<file path="config.mk">
export PLATFORM = sky130hd
export DESIGN_NAME = vps_ctrl
export DESIGN_NICKNAME = d
export VERILOG_FILES = /design/src/logic/vps_pkg.sv /design/src/logic/vps_ctrl.sv
export SDC_FILE = /design/constraint.sdc
export NUM_CORES = 1
export LEC_CHECK = 0
export ABC_AREA = 1
export BUFFER_PORTS_ARGS = -buffer_cell sky130_fd_sc_hd__buf_2
export CAP_MARGIN = 0
export CORE_ASPECT_RATIO = 0.7
export CORE_MARGIN = 1.5
export CORE_UTILIZATION = 45
export CTS_CLUSTER_DIAMETER = 50
export DETAILED_ROUTE_END_ITERATION = 16
export PLACE_DENSITY = 0.7
export SKIP_CTS_REPAIR_TIMING = 1
export SLEW_MARGIN = 20
export SYNTH_ARGS = -nofsm -noshare
export SYNTH_HDL_FRONTEND = slang
export SYNTH_SLANG_ARGS = --single-unit
</file>
<file path="constraint.sdc">
create_clock -name clk -period 4.4 [get_ports clk]
set_input_delay 0.66 -clock clk [delete_from_list [all_inputs] [get_ports clk]]
set_output_delay 0.66 -clock clk [all_outputs]
set_load 0.01 [all_outputs]
</file>
<file path="src/logic/vps_pkg.sv">
package vps_pkg;

  // clock rate and documented times
  localparam int unsigned CLK_HZ          = 25_000_000;
  localparam int unsigned STARTUP_MS      = 15;
  localparam int unsigned RECOV_MS        = 20;
  localparam int unsigned SOFTSTART_MS    = 25;
  localparam int unsigned OFF_LIMIT_NS    = 100;
  localparam int unsigned MS_PER_S        = 1000;

  // cycle counts, cycles per ms times ms (round down, no lower limit)
  localparam int unsigned STARTUP_CYC   = CLK_HZ / MS_PER_S * STARTUP_MS;
  localparam int unsigned RECOV_CYC     = CLK_HZ / MS_PER_S * RECOV_MS;
  localparam int unsigned SOFTSTART_CYC = CLK_HZ / MS_PER_S * SOFTSTART_MS;

  localparam int unsigned CNT_W = 20;

  // register map
  localparam int unsigned ADDR_W = 4;
  localparam int unsigned DATA_W = 32;
  localparam logic [ADDR_W-1:0] ADDR_STATUS  = 4'h0;
  localparam logic [ADDR_W-1:0] ADDR_IRQ_ST  = 4'h1;
  localparam logic [ADDR_W-1:0] ADDR_IRQ_MSK = 4'h2;
  localparam logic [ADDR_W-1:0] ADDR_CTRL    = 4'h3;

  // interrupt status / mask bit positions
  localparam int unsigned EV_W       = 4;
  localparam int unsigned EV_OVP     = 0;
  localparam int unsigned EV_THERMAL = 1;
  localparam int unsigned EV_UNDERVOLTAGE_LOCKOUT    = 2;
  localparam int unsigned EV_ON      = 3;

  localparam logic [EV_W-1:0]   MSK_RST  = 4'h0;
  localparam logic              HOST_RST = 1'b0;

  typedef enum logic [2:0] {
    VPS_OFF      = 3'b000,
    VPS_STARTUP  = 3'b001,
    VPS_RECOVER  = 3'b010,
    VPS_SOFT     = 3'b011,
    VPS_ON       = 3'b100,
    VPS_OVP      = 3'b101
  } vps_state_t;

  // comparator indications, all active high
  typedef struct packed {
    logic ovp;
    logic ovp_clear;
    logic undervoltage_lockout;
    logic thermal_shutdown;
  } vps_sense_t;

  typedef struct packed {
    logic [ADDR_W-1:0] addr;
    logic [DATA_W-1:0] wdata;
    logic              wr;
    logic              rd;
  } vps_bus_req_t;

endpackage

</file>
<file path="src/logic/vps_ctrl.sv">
`timescale 1ns/1ns
// How it works
// below overvoltage and enabled: wait 15 ms, then soft-start the switch
// acknowledge goes low only once the switch is fully on
// overvoltage turns the switch off and releases acknowledge in any state
// overvoltage turn-off completes in under 100 ns
// after overvoltage clears with hysteresis, wait the recovery delay
// start-up delay elapses before the charge pump ramps the switch
// recovery is followed by the full soft start, never skipped
// overtemperature forces the switch off and acknowledge released until it clears
// below undervoltage lockout the switch is off, acknowledge released
// enable low turns switch on with ack low; high holds it off unless host mode is set
// in overvoltage the enable level is ignored
// system supplies the pull-up on the open-drain acknowledge line
// host mode decisions use the connector rail; past lockout the switch turns on
// acknowledge low only if enabled or in host mode, in range and switch on
// one internal clock drives all timers
// recovery delay is nominally 20 ms
// soft-start interval is nominally 25 ms
// any fault or disable mid-sequence aborts and restarts the full delay
// inputs synchronised, except the immediate overvoltage turn-off path
module vps_ctrl
  import vps_pkg::*;
#(
  parameter int unsigned STARTUP_CYCLES   = STARTUP_CYC,
  parameter int unsigned RECOV_CYCLES     = RECOV_CYC,
  parameter int unsigned SOFTSTART_CYCLES = SOFTSTART_CYC
) (
  // clock and reset
  input  wire logic              clk,
  input  wire logic              rst_n,
  // system side
  input  wire logic              switch_enable_n,
  output logic                   switch_on_ack_n_o,
  output logic                   switch_on_ack_n_oe,
  input  wire logic              switch_on_ack_n_i,
  // comparators
  input  wire vps_sense_t        sense,
  // switch drive
  output logic                   gate_on,
  output logic                   charge_pump_en,
  // register port
  input  wire vps_bus_req_t      bus,
  output logic [DATA_W-1:0]      rdata,
  // interrupt
  output logic                   irq
);

  logic        en_meta_r, en_sync_r;
  vps_sense_t  sn_meta_r, sn_sync_r;
  vps_state_t  state_r, state_nxt;
  logic [CNT_W-1:0] cnt_r;
  logic        cnt_done;
  logic        ovp_fast;
  logic        fault;
  logic        go;
  logic        host_mode_r;
  logic        ovp_latched_r;
  logic [EV_W-1:0] ev_st_r, ev_msk_r, ev_set;
  logic        on_d_r;

  // two-stage synchronisers; first stage read only by second
  always_ff @(posedge clk) begin
    if (!rst_n) begin
      en_meta_r <= 1'b1;
      en_sync_r <= 1'b1;
      sn_meta_r <= '0;
      sn_sync_r <= '0;
    end else begin
      en_meta_r <= switch_enable_n;
      en_sync_r <= en_meta_r;
      sn_meta_r <= sense;
      sn_sync_r <= sn_meta_r;
    end
  end

  // raw comparator bypasses the synchroniser so the gate drops next edge (40 ns)
  assign ovp_fast = sense.ovp;
  assign fault    = sn_sync_r.undervoltage_lockout | sn_sync_r.thermal_shutdown;
  // host mode starts the start-up delay as soon as the connector rail passes lockout
  assign go       = !en_sync_r | host_mode_r;
  assign cnt_done = (cnt_r == '0);

  // overvoltage held until the hysteresis comparator says it has cleared
  always_ff @(posedge clk) begin
    if (!rst_n) begin
      ovp_latched_r <= 1'b0;
    end else if (ovp_fast) begin
      ovp_latched_r <= 1'b1;
    end else if (sn_sync_r.ovp_clear) begin
      ovp_latched_r <= 1'b0;
    end
  end

  always_comb begin
    state_nxt = state_r;
    case (state_r)
      VPS_OFF: begin
        if (!fault && go) begin
          state_nxt = VPS_STARTUP;
        end
      end
      VPS_STARTUP: begin
        if (fault || !go) begin
          state_nxt = VPS_OFF;
        end else if (cnt_done) begin
          state_nxt = VPS_SOFT;
        end
      end
      VPS_RECOVER: begin
        if (fault || !go) begin
          state_nxt = VPS_OFF;
        end else if (cnt_done) begin
          state_nxt = VPS_SOFT;
        end
      end
      VPS_SOFT: begin
        if (fault || !go) begin
          state_nxt = VPS_OFF;
        end else if (cnt_done) begin
          state_nxt = VPS_ON;
        end
      end
      VPS_ON: begin
        if (fault || !go) begin
          state_nxt = VPS_OFF;
        end
      end
      VPS_OVP: begin
        if (!ovp_latched_r) begin
          state_nxt = VPS_RECOVER;
        end
      end
      default: state_nxt = VPS_OFF;
    endcase
    if (ovp_fast || ovp_latched_r) begin
      state_nxt = VPS_OVP;
    end
  end

  always_ff @(posedge clk) begin
    if (!rst_n) begin
      state_r <= VPS_OFF;
    end else begin
      state_r <= state_nxt;
    end
  end

  // one down-counter for all delays, loaded on every state entry
  always_ff @(posedge clk) begin
    if (!rst_n) begin
      cnt_r <= '0;
    end else if (state_nxt != state_r) begin
      case (state_nxt)
        VPS_STARTUP: cnt_r <= CNT_W'(STARTUP_CYCLES - 1);
        VPS_RECOVER: cnt_r <= CNT_W'(RECOV_CYCLES - 1);
        VPS_SOFT:    cnt_r <= CNT_W'(SOFTSTART_CYCLES - 1);
        default:     cnt_r <= '0;
      endcase
    end else if (!cnt_done) begin
      cnt_r <= cnt_r - 1'b1;
    end
  end

  // outputs registered; the gate reads state_nxt so overvoltage drops it in one edge
  always_ff @(posedge clk) begin
    if (!rst_n) begin
      gate_on            <= 1'b0;
      charge_pump_en     <= 1'b0;
      switch_on_ack_n_oe <= 1'b0;
      switch_on_ack_n_o  <= 1'b0;
      on_d_r             <= 1'b0;
    end else begin
      // open drain: only ever drives low, the pull-up is external
      switch_on_ack_n_o  <= 1'b0;
      gate_on            <= (state_nxt == VPS_SOFT) || (state_nxt == VPS_ON);
      charge_pump_en     <= (state_nxt == VPS_SOFT) || (state_nxt == VPS_ON);
      // ack driven low only in the fully-on state
      switch_on_ack_n_oe <= (state_nxt == VPS_ON);
      on_d_r             <= (state_r == VPS_ON);
    end
  end

  // events for the interrupt status register
  always_comb begin
    ev_set             = '0;
    ev_set[EV_OVP]     = (state_nxt == VPS_OVP) && (state_r != VPS_OVP);
    ev_set[EV_THERMAL] = sn_sync_r.thermal_shutdown;
    ev_set[EV_UNDERVOLTAGE_LOCKOUT]    = sn_sync_r.undervoltage_lockout;
    ev_set[EV_ON]      = (state_r == VPS_ON) && !on_d_r;
  end

  // sticky status, write one to clear; a set in the same cycle wins
  always_ff @(posedge clk) begin
    if (!rst_n) begin
      ev_st_r <= '0;
    end else if (bus.wr && bus.addr == ADDR_IRQ_ST) begin
      ev_st_r <= (ev_st_r & ~bus.wdata[EV_W-1:0]) | ev_set;
    end else begin
      ev_st_r <= ev_st_r | ev_set;
    end
  end

  always_ff @(posedge clk) begin
    if (!rst_n) begin
      ev_msk_r    <= MSK_RST;
      host_mode_r <= HOST_RST;
    end else if (bus.wr && bus.addr == ADDR_IRQ_MSK) begin
      ev_msk_r <= bus.wdata[EV_W-1:0];
    end else if (bus.wr && bus.addr == ADDR_CTRL) begin
      host_mode_r <= bus.wdata[0];
    end
  end

  always_ff @(posedge clk) begin
    if (!rst_n) begin
      irq <= 1'b0;
    end else begin
      irq <= |(ev_st_r & ev_msk_r);
    end
  end

  // read data one cycle after the strobe; unmapped reads zero
  always_ff @(posedge clk) begin
    if (!rst_n) begin
      rdata <= '0;
    end else if (bus.rd) begin
      case (bus.addr)
        ADDR_STATUS:  rdata <= DATA_W'({switch_on_ack_n_i, ovp_latched_r, fault, en_sync_r,
                                        gate_on, state_r});
        ADDR_IRQ_ST:  rdata <= DATA_W'(ev_st_r);
        ADDR_IRQ_MSK: rdata <= DATA_W'(ev_msk_r);
        ADDR_CTRL:    rdata <= DATA_W'(host_mode_r);
        default:      rdata <= '0;
      endcase
    end else begin
      rdata <= '0;
    end
  end

endmodule

</file>
==> results by group <==
Clock network
  • Longest Clk Path Bufs: 2
  • Clk sink count: 53
  • Root Driver: clkbuf_8
  • Clk Latency, worst-skew pair: 0.32 ns
  • Number of H-tree levels: 2
  • Clock-pin slew on the worst setup and hold paths: 0.11 ns
  • CTS buffer count: 5
  • CTS tree: done

Synth
  • Post-synth top area share: 35.9%
  • EDFF count, synth: 0
  • Top cells by area, synth: dfxtp_1, nand2_1, buf_4
  • Most frequent cell after synthesis: nand2_1
  • Synth async-reset ratio: 0%
  • Number of distinct library cells after synthesis: 40
  • Synthesized cell area: 0.00296 mm^2
  • Post-Syn Instances: 373
  • Post-synthesis register bit count: 53
  • Synth top cells by count: nand2_1, dfxtp_1, inv_1
  • Prevailing post-synth register cell: dfxtp_1
  • Yosys warns: 0
  • Mean area per synthesized cell: 7.93 um^2
  • Register area share after synthesis: 35.9%
  • Leading area contributor after synthesis: dfxtp_1

Setup path
  • Reg2reg start: cnt_r[0]$_SDFFE_PN0P_
  • Class of the most critical setup path: reg2reg
  • Arr. time, crit path: 2.68 ns
  • Critical path peak fanout: 15
  • Crit path required time: 4.66 ns
  • CP Capture Type: register
  • CP Launch Point: cnt_r[0]$_SDFFE_PN0P_
  • Critical path launch point type: register

Placed design
  • Final GP Congestion: 0.847
  • # port buffers: 29
  • HPWL after DPL: 4620 um

Final layout
  • Nets: 448
  • Diode count: 0
  • Area Overhead vs Synth: 7.10%
  • Layout cells sized above 1: 25.1%

Power
  • Pwr Total: 1.34 mW
  • Max IR drop VDD: 167 uV
  • Static Leak: 1.51 nW
  • P per Cell Area: 424 mW/mm^2

Timing
  • Crit share post-route: 55.0%
  • Final setup violating endpoints: 0
  • Worst Skew: 0.0102 ns
  • Final hold slack: 0.423 ns
  • Max-slew violation count: 0
  • F_max: 413 MHz
  • Fin Setup TNS: 0 ns
  • Fin. Hold Viols: 0
  • Final min period: 2.42 ns
  • Normalized max-slew margin: 64.3%
  • Worst slew pin tran: 0.533 ns
  • RSZ-0062 raised after global routing: no

Global routing
  • First-pass GRT wire length: 9960 um
  • GRT Total Usage: 18.0%
  • Initial antenna violation count: 0
  • Number of global-route vias before repair: 1971
  • Largest net degree at the start of global routing: 22
  • GR Overflow Total: 0

Min path
  • Hold Crit Class: reg2reg
  • Worst Min Path Start: sn_meta_r[0]$_SDFF_PN0_

Route
  • Post-DRT Antenna Nets: 0
  • First DRT Iteration DRCs: 169
  • WL final: 5970 um
  • Residual DRC: 0
  • DRT Pass-1 Iters: 4
  • WL/cell: 12.4 um
  • Via density: 4.92
  • Vias: 2362

Floorplanning
  • Die span in y: 70.8 um
  • Core footprint: 0.00628 mm^2
  • I/O pin count: 83
  • Initial Utilization: 47.1%
  • Rows: 24
  • Die ar.: 0.00708 mm^2
  • Die W: 99.9 um

Job
  • Max-Cap Viols: 0

Status
  • Status: finished clean
## state kept, by name, summed over array words and instances (netlist names)
name / cells
charge_pump_en: 1
cnt_r: 20
en_meta_r: 1
en_sync_r: 1
ev_msk_r: 4
ev_set: 2
ev_st_r: 4
host_mode_r: 1
irq: 1
on_d_r: 1
ovp_latched_r: 1
rdata: 8
sn_meta_r: 3
sn_sync_r: 1
state_r: 3
switch_on_ack_n_oe: 1
## layout by cell type, fill, tap and decap left out, drive strengths merged
cell	count
xor2	9
buf	29
a221oi	1
nand4	9
nand2	83
clkinv	1
a21oi	22
a41oi	1
clkbuf	5
o211ai	1
nand3	23
conb	25
dfxtp	53
a31oi	1
a211oi	1
o221ai	2
nor4	6
nor3	9
o21ai	17
ha	1
nor2	47
xnor2	7
or2	2
inv	45
bufinv	1
nor3b	1
## through the flow
stage,setup slack (ns),instance area (um^2),cells,util (%)
3_5_place_dp,1.99,3050,472,48.6
4_1_cts,1.97,3170,480,50.5
6_report,1.98,3170,480,50.5
5_1_grt,1.73,3170,480,50.5
3_3_place_gp,2.03,3050,472,48.6
2_1_floorplan,2.43,3050,397,-
## cells by family after synthesis
kind of cell,after synthesis,synth area share (%)
AND/OR/NAND/NOR,180,34.9
buffers and inverters,76,13.8
flip-flops,53,35.9
AO/OA/AOI/OAI,46,10.1
XOR/XNOR,16,4.74
adder cells (fa/ha/maj),1,0.423
other,1,0.127
## power by group
| part | switching [mW] | total (mW) | internal, mW |
|---|---|---|---|
| combinational | 0.284 | 0.440 | 0.156 |
| clock | 0.177 | 0.352 | 0.175 |
| sequential | 0.0375 | 0.552 | 0.515 |
| total | 0.499 | 1.34 | 0.846 |
## final cells by class
class	count	area [um^2]
well taps	78	97.6
clock buffers	5	68.8
repair buffers	29	145
inverters	44	168
flip-flops and latches	53	1060
clock inverters	3	50.0
multi-input cells	268	1580
fillers	612	3110
## layer usage
metal	routed length (um)	track usage, %
met2	2300	23.4
met5	0	0
met4	123	6.73
met3	304	2.27
met1	3240	29.4
## path summary, 6_finish.rpt
path / to / cells after the start / slack, ns
max: cnt_r[11]$_SDFFE_PN0P_ / 14 / 1.98
max reg2reg: cnt_r[11]$_SDFFE_PN0P_ / 14 / 1.98
min: ev_set[1]$_SDFF_PN0_ / 2 / 0.42
min reg2reg: ev_set[1]$_SDFF_PN0_ / 2 / 0.42
## worst max-delay path, stage by stage, from the launching register on
cell     delay (ns)
dfxtp_1        0.35
inv_1          0.12
ha_1           0.24
nand2_4        0.10
nor2_8         0.18
nand3_4        0.11
nand2_1        0.08
nand3_2        0.08
nand3_4        0.11
inv_4          0.05
nand2_1        0.07
nand2_2        0.06
nor2_4         0.42
o21ai_0        0.22
a21oi_2        0.17
No activity file was read; power rests on OpenSTA's default activity.
